<file path="config.mk">
export PLATFORM = sky130hd
export DESIGN_NAME = cpsr_receiver
export DESIGN_NICKNAME = d
export VERILOG_FILES = /design/src/hdl/cpsr_pkg.sv /design/src/hdl/cpsr_receiver.sv
export VERILOG_INCLUDE_DIRS = /design/src /design/src/hdl
export SDC_FILE = /design/constraint.sdc
export NUM_CORES = 1
export LEC_CHECK = 0
export ABC_AREA = 1
export BUFFER_PORTS_ARGS = -buffer_cell sky130_fd_sc_hd__buf_2
export CAP_MARGIN = 20
export CORE_MARGIN = 1.5
export CORE_UTILIZATION = 35
export DETAILED_ROUTE_END_ITERATION = 8
export GPL_ROUTABILITY_DRIVEN = 0
export RECOVER_POWER = 100
export SLEW_MARGIN = 20
export SYNTH_ARGS = -nofsm -noshare
export SYNTH_HDL_FRONTEND = slang
export SYNTH_SLANG_ARGS = --single-unit
</file>
<file path="constraint.sdc">
create_clock -name clk_sys -period 5.6 [get_ports clk_sys]
set_clock_uncertainty 0.1 [all_clocks]
set_input_delay 0.28 -clock clk_sys [delete_from_list [all_inputs] [get_ports clk_sys]]
set_output_delay 0.28 -clock clk_sys [all_outputs]
set_load 0.01 [all_outputs]
</file>
<file path="src/hdl/cpsr_defines.svh">
`ifndef CPSR_DEFINES_SVH
`define CPSR_DEFINES_SVH

// Clock
`define CPSR_CLK_MHZ 50
`define CPSR_CLK_HZ (`CPSR_CLK_MHZ * 1000000)

// Word layout
`define CPSR_WORD_BITS 24
`define CPSR_LEVELS 256

// Times in their own units
`define CPSR_ONE_THRESH_NS 600
`define CPSR_ZERO_OUT_NS 300
`define CPSR_ONE_OUT_NS 900
`define CPSR_IDLE_RESET_US 300
`define CPSR_REFRESH_HZ 2000

// Derived cycle counts
`define CPSR_THRESH_CYC ((`CPSR_ONE_THRESH_NS * `CPSR_CLK_MHZ) / 1000)
`define CPSR_ZERO_OUT_CYC ((`CPSR_ZERO_OUT_NS * `CPSR_CLK_MHZ + 999) / 1000)
`define CPSR_ONE_OUT_CYC ((`CPSR_ONE_OUT_NS * `CPSR_CLK_MHZ + 999) / 1000)
`define CPSR_IDLE_RESET_CYC (`CPSR_IDLE_RESET_US * `CPSR_CLK_MHZ)
`define CPSR_PWM_STEP_CYC (`CPSR_CLK_HZ / (`CPSR_REFRESH_HZ * `CPSR_LEVELS))

// Counter widths
`define CPSR_HCNT_W 7
`define CPSR_LCNT_W 14
`define CPSR_BCNT_W 5
`define CPSR_STEP_W 7

`endif

</file>
<file path="src/hdl/cpsr_pkg.sv">
package cpsr_pkg;

  // Colour word in arrival order
  typedef struct packed {
    logic [7:0] green;
    logic [7:0] red;
    logic [7:0] blue;
  } cpsr_grb_t;

  // Modulated channel drives
  typedef struct packed {
    logic green;
    logic red;
    logic blue;
  } cpsr_led_t;

  typedef enum logic {
    SRC_PRIMARY,
    SRC_STANDBY
  } cpsr_src_t;

endpackage : cpsr_pkg

</file>
<file path="src/hdl/cpsr_receiver.sv">
`timescale 1ns/1ps
`default_nettype none
`include "cpsr_defines.svh"

module cpsr_receiver #(
  parameter int unsigned IDLE_RESET_CYCLES = `CPSR_IDLE_RESET_CYC
) (
  input wire logic clk_sys,
  input wire logic resetn,
  input wire logic primary_serial_input,
  input wire logic standby_serial_input,
  output logic cascade_serial_output,
  output logic standby_selected,
  output cpsr_pkg::cpsr_led_t led_drive
);

  localparam logic [`CPSR_HCNT_W-1:0] HCNT_MAX = '1;
  localparam logic [`CPSR_BCNT_W-1:0] WORD_BITS = `CPSR_BCNT_W'(`CPSR_WORD_BITS);

  function automatic logic cpsr_is_one(input logic [`CPSR_HCNT_W-1:0] cnt);
    cpsr_is_one = (cnt >= `CPSR_HCNT_W'(`CPSR_THRESH_CYC));
  endfunction : cpsr_is_one

  // State
  cpsr_pkg::cpsr_src_t src, next_src;
  logic prim_q, next_prim_q, stby_q, next_stby_q, line_q, next_line_q;
  logic [`CPSR_BCNT_W-1:0] loss_cnt, next_loss_cnt;
  logic [`CPSR_HCNT_W-1:0] high_cnt, next_high_cnt;
  logic [`CPSR_LCNT_W-1:0] low_cnt, next_low_cnt;
  logic [`CPSR_BCNT_W-1:0] bit_cnt, next_bit_cnt;
  logic [`CPSR_WORD_BITS-1:0] shift, next_shift;
  cpsr_pkg::cpsr_grb_t own_word, next_own_word, drive_word, next_drive_word;
  logic fwd_bit, next_fwd_bit, one_seen, next_one_seen;
  logic cascade, next_cascade;
  logic [`CPSR_STEP_W-1:0] step_cnt, next_step_cnt;
  logic [7:0] pwm_cnt, next_pwm_cnt;
  cpsr_pkg::cpsr_led_t next_led;

  logic line, rise, fall, frame_end, bit_done;

  always_comb begin
    line = (src == cpsr_pkg::SRC_STANDBY) ? standby_serial_input : primary_serial_input;
    rise = line & ~line_q;
    fall = ~line & line_q;
    frame_end = ~line && (low_cnt == `CPSR_LCNT_W'(IDLE_RESET_CYCLES - 1));
    bit_done = fall && (bit_cnt != WORD_BITS);
  end

  // Source selection
  always_comb begin
    next_prim_q = primary_serial_input;
    next_stby_q = standby_serial_input;
    next_loss_cnt = loss_cnt;
    if (primary_serial_input && !prim_q) begin
      next_loss_cnt = '0;
    end else if (standby_serial_input && !stby_q && loss_cnt != WORD_BITS) begin
      next_loss_cnt = loss_cnt + `CPSR_BCNT_W'(1);
    end
    next_src = src;
    if (loss_cnt == WORD_BITS) begin
      next_src = cpsr_pkg::SRC_STANDBY;
    end
  end

  always_ff @(posedge clk_sys or negedge resetn) begin
    if (!resetn) begin
      src <= cpsr_pkg::SRC_PRIMARY;
      prim_q <= 1'b0;
      stby_q <= 1'b0;
      loss_cnt <= '0;
    end else begin
      src <= next_src;
      prim_q <= next_prim_q;
      stby_q <= next_stby_q;
      loss_cnt <= next_loss_cnt;
    end
  end

  // Line decoder, capture and forwarding
  always_comb begin
    next_line_q = line;
    next_high_cnt = high_cnt;
    if (rise) begin
      next_high_cnt = `CPSR_HCNT_W'(1);
    end else if (high_cnt != HCNT_MAX) begin
      next_high_cnt = high_cnt + `CPSR_HCNT_W'(1);
    end
    next_low_cnt = low_cnt;
    if (line) begin
      next_low_cnt = '0;
    end else if (low_cnt != `CPSR_LCNT_W'(IDLE_RESET_CYCLES)) begin
      next_low_cnt = low_cnt + `CPSR_LCNT_W'(1);
    end
    next_shift = shift;
    next_bit_cnt = bit_cnt;
    next_own_word = own_word;
    next_drive_word = drive_word;
    if (frame_end) begin
      next_drive_word = own_word;
      next_bit_cnt = '0;
    end else if (bit_done) begin
      next_shift = {shift[`CPSR_WORD_BITS-2:0], cpsr_is_one(high_cnt)};
      next_bit_cnt = bit_cnt + `CPSR_BCNT_W'(1);
      if (bit_cnt == WORD_BITS - `CPSR_BCNT_W'(1)) begin
        next_own_word = {shift[`CPSR_WORD_BITS-2:0], cpsr_is_one(high_cnt)};
      end
    end
    next_fwd_bit = rise ? (bit_cnt == WORD_BITS) : fwd_bit;
    next_one_seen = rise ? 1'b0 : (one_seen | (line && cpsr_is_one(next_high_cnt)));
    next_cascade = next_fwd_bit && ((next_high_cnt <= `CPSR_HCNT_W'(`CPSR_ZERO_OUT_CYC))
      || (line && !cpsr_is_one(next_high_cnt))
      || (next_one_seen && next_high_cnt <= `CPSR_HCNT_W'(`CPSR_ONE_OUT_CYC)));
  end

  always_ff @(posedge clk_sys or negedge resetn) begin
    if (!resetn) begin
      line_q <= 1'b0;
      high_cnt <= HCNT_MAX;
      low_cnt <= '0;
      shift <= '0;
      bit_cnt <= '0;
      own_word <= '0;
      drive_word <= '0;
      fwd_bit <= 1'b0;
      one_seen <= 1'b0;
      cascade <= 1'b0;
    end else begin
      line_q <= next_line_q;
      high_cnt <= next_high_cnt;
      low_cnt <= next_low_cnt;
      shift <= next_shift;
      bit_cnt <= next_bit_cnt;
      own_word <= next_own_word;
      drive_word <= next_drive_word;
      fwd_bit <= next_fwd_bit;
      one_seen <= next_one_seen;
      cascade <= next_cascade;
    end
  end

  // Intensity modulation
  always_comb begin
    next_step_cnt = step_cnt + `CPSR_STEP_W'(1);
    next_pwm_cnt = pwm_cnt;
    if (step_cnt == `CPSR_STEP_W'(`CPSR_PWM_STEP_CYC - 1)) begin
      next_step_cnt = '0;
      next_pwm_cnt = pwm_cnt + 8'h01;
    end
  end

  genvar ch;
  generate
    for (ch = 0; ch < 3; ch++) begin : g_chan
      assign next_led[ch] = (pwm_cnt < drive_word[8*ch +: 8]);
    end
  endgenerate

  always_ff @(posedge clk_sys or negedge resetn) begin
    if (!resetn) begin
      step_cnt <= '0;
      pwm_cnt <= '0;
      led_drive <= '0;
    end else begin
      step_cnt <= next_step_cnt;
      pwm_cnt <= next_pwm_cnt;
      led_drive <= next_led;
    end
  end

  assign cascade_serial_output = cascade;
  assign standby_selected = (src == cpsr_pkg::SRC_STANDBY);

  // Checks
  property p_switch_cause;
    @(posedge clk_sys) disable iff (!resetn)
    $rose(standby_selected) |-> $past(loss_cnt) == WORD_BITS;
  endproperty
  a_switch_cause: assert property (p_switch_cause) else $error("source switched without loss");

  property p_primary_first;
    @(posedge clk_sys) disable iff (!resetn)
    (loss_cnt != WORD_BITS && !standby_selected) |=> !standby_selected;
  endproperty
  a_primary_first: assert property (p_primary_first) else $error("left primary too early");

  property p_standby_sticky;
    @(posedge clk_sys) disable iff (!resetn)
    standby_selected |=> standby_selected [*8];
  endproperty
  a_standby_sticky: assert property (p_standby_sticky) else $error("standby selection lost");

  property p_capture_word;
    @(posedge clk_sys) disable iff (!resetn)
    (bit_done && !frame_end && bit_cnt == WORD_BITS - `CPSR_BCNT_W'(1))
      |=> (bit_cnt == WORD_BITS) && (own_word == shift) && (own_word.green == shift[23:16]);
  endproperty
  a_capture_word: assert property (p_capture_word) else $error("word not captured");

  property p_forward_only_after;
    @(posedge clk_sys) disable iff (!resetn)
    (rise && bit_cnt != WORD_BITS) |=> !cascade_serial_output;
  endproperty
  a_forward_only_after: assert property (p_forward_only_after) else $error("own bit forwarded");

  property p_forward_shape;
    @(posedge clk_sys) disable iff (!resetn)
    (rise && bit_cnt == WORD_BITS && !frame_end) |=> cascade_serial_output [*8];
  endproperty
  a_forward_shape: assert property (p_forward_shape) else $error("forwarded bit too short");

  property p_idle_len;
    @(posedge clk_sys) disable iff (!resetn)
    frame_end |-> !line && (low_cnt == `CPSR_LCNT_W'(IDLE_RESET_CYCLES - 1));
  endproperty
  a_idle_len: assert property (p_idle_len) else $error("reset seen too soon");

  property p_frame_load;
    @(posedge clk_sys) disable iff (!resetn)
    frame_end |=> (drive_word == $past(own_word)) && (bit_cnt == '0);
  endproperty
  a_frame_load: assert property (p_frame_load) else $error("frame end not applied");

  property p_bit_value;
    @(posedge clk_sys) disable iff (!resetn)
    (bit_done && !frame_end) |=> shift[0] == ($past(high_cnt) >= `CPSR_HCNT_W'(`CPSR_THRESH_CYC));
  endproperty
  a_bit_value: assert property (p_bit_value) else $error("bit value wrong");

  property p_pwm_step;
    @(posedge clk_sys) disable iff (!resetn)
    (step_cnt == `CPSR_STEP_W'(`CPSR_PWM_STEP_CYC - 1)) |=> pwm_cnt == $past(pwm_cnt) + 8'h01;
  endproperty
  a_pwm_step: assert property (p_pwm_step) else $error("modulation step wrong");

  property p_led_level;
    @(posedge clk_sys) disable iff (!resetn)
    1'b1 |=> led_drive.green == ($past(pwm_cnt) < $past(drive_word.green));
  endproperty
  a_led_level: assert property (p_led_level) else $error("green drive wrong");

  c_switch: cover property (@(posedge clk_sys) disable iff (!resetn) $rose(standby_selected));
  c_frame: cover property (@(posedge clk_sys) disable iff (!resetn) frame_end && own_word != '0);
  c_forward: cover property (@(posedge clk_sys) disable iff (!resetn) $rose(cascade_serial_output));
  c_word: cover property (@(posedge clk_sys) disable iff (!resetn) bit_done && bit_cnt == WORD_BITS - 5'h01);

endmodule : cpsr_receiver
`default_nettype wire

</file>
---- After elaboration in Yosys (flattened, before gate mapping) ----
Index checks and enable logic that the tools add are counted.
cells by class
  bitwise operators ....................... 6
  equality and inequality tests ........... 9
  add/sub/neg operators ................... 6
  muxes and demuxes ....................... 12
  reduce and logical (&&, ||, !) cells .... 19
  $lt $le $gt $ge ......................... 7
operator list
  cell                     number
  $mux W14                 2
  $lt A8 B8 Y1             3
  $mux W7                  3
  $mux W5                  4
  $eq A5 B5 Y1 const B     3
  $add A14 B1 Y14 const B  1
  $add A7 B1 Y7 const B    2
  $eq A14 B14 Y1 const B   1
  $ge A7 B5 Y1 const B     2
  $ne A14 B14 Y1 const B   1
  $add A5 B1 Y5 const B    2
  $ne A5 B5 Y1 const B     2
  $logic_and A1 B1 Y1      9
  $add A8 B1 Y8 const B    1
  $eq A7 B7 Y1 const B     1
  $le A7 B4 Y1 const B     1
  $le A7 B6 Y1 const B     1
  $ne A7 B7 Y1 const B     1
  $reduce_bool A2 Y1       3
  $logic_not A1 Y1         3
  $mux W1                  3
  $not A1 Y1               3
  $reduce_and A3 Y1        1
  $and A1 B1 Y1            2
  3 further kinds          4
storage, ports and cells
  register bits after elaboration ......... 127
  output and inout port bits .............. 5
  bits of input ports ..................... 4

---- Depth between registers and ports, before layout ----
  word-level depth ........................ 10
  gate-level depth with buffers ........... 13
  gate-level depth less buffers ........... 13

---- Least setup slack after synthesis ----
OpenSTA, ideal clock, no wires.
  path kind ............................... register -> register
  from .................................... register high_cnt[1]
  to ...................................... register cascade, in the netlist cascade_serial_output
  cell stages (with the launch flop) ...... 12
  arrival ................................. 1.659 ns
  buffers on the path ..................... 0
  setup slack ............................. 3.763 ns
  setup time .............................. 0.077 ns
  period minus slack after synthesis ...... 1.837 ns
  path through ............................ dfstp_2 -> ha_1 -> nand2_1 -> nor2_1 -> nand2_1 -> a21oi_1 -> nand3_1 -> nand2_1 -> nand2_1 -> nand2_1 -> nand3_1 -> a21oi_1
on the way
  word-level cells in the longest chain between the ends .. 10
ends and longest elaborated chain
  element                                        RTL line                                  source
  from (decl)                                    cpsr_receiver.sv:28                       logic [`CPSR_HCNT_W-1:0] high_cnt, next_high_cnt;
  from (signal assigned)                         cpsr_receiver.sv:129                      high_cnt <= next_high_cnt;
  $add A7 B1 Y7 or $ne A7 B7 Y1 (tied branches)  cpsr_receiver.sv:86, cpsr_receiver.sv:85
  $mux W7 *                                      cpsr_receiver.sv:85                       end else if (high_cnt != HCNT_MAX) begin
  $mux W7 *                                      cpsr_receiver.sv:83                       if (rise) begin
  via next_high_cnt[3]                           cpsr_receiver.sv:28
  $ge A7 B5 Y1                                   cpsr_receiver.sv:21                       cpsr_is_one = (cnt >= `CPSR_HCNT_W'(`CPSR_THRESH_CYC));
  $logic_and A1 B1 Y1                            cpsr_receiver.sv:109                      next_one_seen = rise ? 1'b0 : (one_seen | (line && cpsr_is_one(next_high_cnt)));
  $or A1 B1 Y1                                   cpsr_receiver.sv:109
  $mux W1                                        cpsr_receiver.sv:109
  $logic_and A1 B1 Y1                            cpsr_receiver.sv:112                      || (next_one_seen && next_high_cnt <= `CPSR_HCNT_W'(`CPSR_ONE_OUT_CYC)));
  $logic_or A1 B1 Y1 *                           cpsr_receiver.sv:110                      next_cascade = next_fwd_bit && ((next_high_cnt <= `CPSR_HCNT_W'(`CPSR_ZERO_OUT_CYC))
  $logic_and A1 B1 Y1 *                          cpsr_receiver.sv:110
  via next_cascade                               cpsr_receiver.sv:34                       logic cascade, next_cascade;
  to (signal assigned)                           cpsr_receiver.sv:137                      cascade <= next_cascade;
  to (decl)                                      cpsr_receiver.sv:34
The timed path passes the listed nets; every way through them passes the cells marked *.
A chain may end at the register's enable or synchronous reset.

---- Worst setup path after layout ----
  from .................................... input primary_serial_input
  to ...................................... register own_word[23] (netlist name)
on the way
  word-level cells in the longest chain between the ends .. 5
ends and longest elaborated chain
  element                                               RTL line                                  source
  from (decl)                                           cpsr_receiver.sv:10                       input wire logic primary_serial_input,
  $mux W1 *                                             cpsr_receiver.sv:42                       line = (src == cpsr_pkg::SRC_STANDBY) ? standby_serial_input : primary_serial_input;
  $not A1 Y1 *                                          cpsr_receiver.sv:44, cpsr_receiver.sv:45
  $and A1 B1 Y1 or $logic_and A1 B1 Y1 (tied branches)  cpsr_receiver.sv:44, cpsr_receiver.sv:45
  $logic_and A1 B1 Y1 or $not A1 Y1 (tied branches)     n/a
  $reduce_and A3 Y1 (no line) *                         n/a
  to (signal assigned)                                  cpsr_receiver.sv:133                      own_word <= next_own_word;
  to (decl)                                             cpsr_receiver.sv:32                       cpsr_pkg::cpsr_grb_t own_word, next_own_word, drive_word, next_drive_word;
Every way passes the cells marked *; elsewhere a longest branch is shown, timed or not.

==> summary.md <==
STA classifies the critical path endpoint as a register. Clock-pin slew was measured on the worst setup and hold paths at 0.06 ns. The logs give 4008 for the number of global-route vias before repair and 0.105 for the combinational group share of total power.

The switching share of total power works out to 0.276. In this run the remaining antenna-violating nets after routing total 0. In this run the tool buffered the top-level ports with 8 buffer cells. The number of antenna diodes in the final layout is 0. The H-tree was split into 4 levels. The total overflow left after global routing is 0. Before CTS, the worst setup slack after placement is 2.64 ns. The net switching power is 0.000686 W. The logs give 0.133 for the overall track demand over capacity in global routing and 0.443 for the part of the power in the clock network. The width of the die is 133 µm. The primary flip-flop cell chosen by synthesis mapping was sky130_fd_sc_hd__dfrtp_1. For the maximum vdd ir drop, the log shows 0.188 mV. The synthesized netlist contains 39 unique library cells. For the smallest setup slack after layout, the log shows 1.88 ns. The initial standard-cell utilization of the core is 0.357. TritonCTS built the clock tree. For this design the static power due to leakage is 3.23 nW.

Once layout is complete, the cells apart from fillers number 898. The tools report the synthesized instance count as 648. The run gives 9 as the boundary pin count. In this run the power density over the cells is 371 mW/mm².

The fraction of final layout cells with drive strength greater than 1 is 0.0723. The slew at the pin closest to its max-slew limit was 2.98 ns. After legalization and detailed placement, the total HPWL measured 6960 µm. The remaining design rule violation count was 0; the worst path required time was 5.78 ns. Most common cell after layout, fill and taps aside: sky130_fd_sc_hd__nand2_1. The total nets after synthesis is 684. The min-delay analysis places its worst path in the category reg2reg. After detailed routing, the number of vias per cell comes to 4.58.

The run gives 0 as the total setup violations reported at the end of the flow. The library cells used most frequently in the layout, excluding fill and tap cells, are sky130_fd_sc_hd__nand2_1 (129), sky130_fd_sc_hd__dfrtp_1 (120), sky130_fd_sc_hd__inv_1 (101), sky130_fd_sc_hd__o21ai_0 (86), sky130_fd_sc_hd__nor2_1 (46). The number of antenna violations at the first check in global routing was 0. The final reports fail on max-capacitance violations, max-slew violations. The die covers 0.0177 mm². The wire length of the first global-routing pass is 18900 µm, and the max-cap violation count is 1. The worst-case headroom to the max-slew limit was -0.984; the clock latency at the later pin of the worst-skew pair was 0.42 ns.

Adding up every negative setup slack in the final design gives 0 ns. The cell total after placement is 862, and the mean routed wirelength per cell is 11.5 µm. The row count is 47, and the clock sink count is 127.

The synthesized design contains 0 enable-type register cells. The sequential power share was 0.452; the minimum hold slack was 0.382 ns. The layout overhead on the synthesized area is 13.3%.

The type of element launching the critical path was an input port. Buffer cell driving the clock tree root: sky130_fd_sc_hd__clkbuf_16. Setup repair after global routing left no endpoint under its margin. The share of async-settable or async-resettable flops after synthesis came out at 1.00.

In the final design database the tool counted 701 nets. Data arrival time at the worst-slack endpoint: 3.91 ns. The internal power was 0.00180 W; the count of endpoints failing hold in the final timing report was 0. Entering global routing, the biggest net connects 73 pins. The part of the cycle the worst path needs is 0.665, and the TritonCTS buffer count is 17. Before antenna repair, the detailed router went through 6 iterations. During synthesis, Yosys emitted a total of 0 warnings. Counting along the longest clock path gives a buffer depth of 2. The shortest period the worst path allows came out at 3.72 ns. The die boundary height was 133 µm. The run finished, with violations left.

Of all nets on the critical path, the largest fanout is 48. The synthesized netlist occupies a cell area of 0.00592 mm². The total area inside the core boundary comes to 0.0166 mm². Summing over every cut layer, the via total after detailed routing is 4115. In this run, synthesis produced a sequential element count of 127.

For the register area share after synthesis, the log shows 0.538. Based on the critical path, the design can be clocked at up to 0.269 GHz. The first routing iteration left 239 violations. The setup path with the least slack is of type in2reg.

Final count of pins violating max slew: 57. Dividing the synthesized area by the synthesized cell count gives 9.14 µm². The detailed-route wire length was 10300 µm.
-- path summary, 6_finish.rpt --
kind	from	end	slack, ns	cells after the start
max	primary_serial_input	own_word[23]$_DFFE_PN0P_	1.88	11
min	shift[16]$_DFFE_PN0P_	shift[16]$_DFFE_PN0P_	0.38	2
max reg2reg	standby_selected$_DFFE_PN0N_	own_word[23]$_DFFE_PN0P_	1.99	8
min reg2reg	shift[16]$_DFFE_PN0P_	shift[16]$_DFFE_PN0P_	0.38	2
max in group asynchronous	resetn	pwm_cnt[3]$_DFFE_PN0N_	2.00	3
min in group asynchronous	resetn	low_cnt[8]$_DFFE_PN0P_	1.28	2
-- cell usage after synthesis (2+ instances only) --
library cell,count,area share
sky130_fd_sc_hd__a21boi_0,3,0.0038
sky130_fd_sc_hd__a21oi_1,28,0.024
sky130_fd_sc_hd__and3_1,3,0.0032
sky130_fd_sc_hd__buf_2,7,0.0059
sky130_fd_sc_hd__buf_6,4,0.0076
sky130_fd_sc_hd__clkbuf_1,4,0.0025
sky130_fd_sc_hd__dfrtp_1,120,0.51
sky130_fd_sc_hd__dfstp_2,7,0.031
sky130_fd_sc_hd__ha_1,32,0.068
sky130_fd_sc_hd__inv_1,100,0.063
sky130_fd_sc_hd__nand2_1,128,0.081
sky130_fd_sc_hd__nand2_2,2,0.0021
sky130_fd_sc_hd__nand3_1,25,0.021
sky130_fd_sc_hd__nand4_1,7,0.0074
sky130_fd_sc_hd__nor2_1,45,0.029
sky130_fd_sc_hd__nor3_1,11,0.0093
sky130_fd_sc_hd__nor3b_1,2,0.0025
sky130_fd_sc_hd__o211ai_1,4,0.0051
sky130_fd_sc_hd__o21ai_0,73,0.062
sky130_fd_sc_hd__o21ai_1,4,0.0034
sky130_fd_sc_hd__o21ai_2,10,0.015
sky130_fd_sc_hd__or2_2,3,0.0032
sky130_fd_sc_hd__xnor2_1,3,0.0044
sky130_fd_sc_hd__xor2_1,8,0.012
-- power by group through the flow --
stage	combinational (W)	sequential [W]	clock [W]
finish	0.000260	0.00112	0.00110
global route	0.000315	0.00114	0.00118
CTS	0.000277	0.00112	0.00113
detailed placement	0.000273	0.00114	0
global placement	0.000272	0.00114	0
floorplan	0.000206	0.00112	0
-- routing by layer --
metal / GRT usage / part of all wire
met1: 0.188 / 0.52
met2: 0.193 / 0.44
met3: 0.0276 / 0.025
met4: 0.0678 / 0.021
met5: 0 / 0
-- logic make-up after synthesis --
group / Yosys count / synth area share
AO/OA/AOI/OAI: 128 / 0.120
XOR/XNOR: 11 / 0.0163
adder cells (fa/ha/maj): 32 / 0.0676
buffers and inverters: 117 / 0.0807
flip-flops: 127 / 0.538
AND/OR/NAND/NOR: 233 / 0.177
-- worst max-delay path: stages --
cell                            delay (ns)
sky130_fd_sc_hd__dlygate4sd3_1        0.52
sky130_fd_sc_hd__buf_2                0.10
sky130_fd_sc_hd__inv_1                0.05
sky130_fd_sc_hd__o21ai_0              1.09
sky130_fd_sc_hd__nor2_1               0.08
sky130_fd_sc_hd__nand3_1              0.36
sky130_fd_sc_hd__nand2_4              0.32
sky130_fd_sc_hd__inv_1                0.27
sky130_fd_sc_hd__nand4_4              0.49
sky130_fd_sc_hd__nor2_1               0.27
sky130_fd_sc_hd__a21oi_1              0.06
-- flip-flops by register name, indices dropped and copies added, names as in the netlist --
register and cells:
own_word 24, standby_selected 1, step_cnt 7, pwm_cnt 8, loss_cnt 5, drive_word 24
prim_q 1, low_cnt 14, shift 23, high_cnt 7, stby_q 1, bit_cnt 5
one_seen 1, line_q 1, fwd_bit 1, led_drive 3, cascade_serial_output 1
-- layout make-up --
cell class              count  area (µm²)
multi-input cells         404        2190
clock buffers              17         425
clock inverters            15         171
flip-flops and latches    127        3190
well taps                 220         275
fillers                  1700        9880
repair buffers             13        72.6
inverters                 102         383
-- per-stage QoR --
| step | total power [W] | utilization | area [µm²] |
|---|---|---|---|
| 6_report | 0.00249 | 0.404 | 6710 |
| 5_1_grt | 0.00263 | 0.404 | 6710 |
| 4_1_cts | 0.00254 | 0.409 | 6780 |
| 3_5_place_dp | 0.00141 | 0.371 | 6150 |
| 3_3_place_gp | 0.00141 | 0.371 | 6150 |
| 2_1_floorplan | 0.00133 | - | 5920 |
-- timing repair --
action                                 in CTS  in global routing
setup buffers                               0                  0
endpoints found under the hold margin      57                  0
hold buffers                                3                  0
gates resized for setup                     0                  0
No activity file was read; power rests on OpenSTA's default activity.
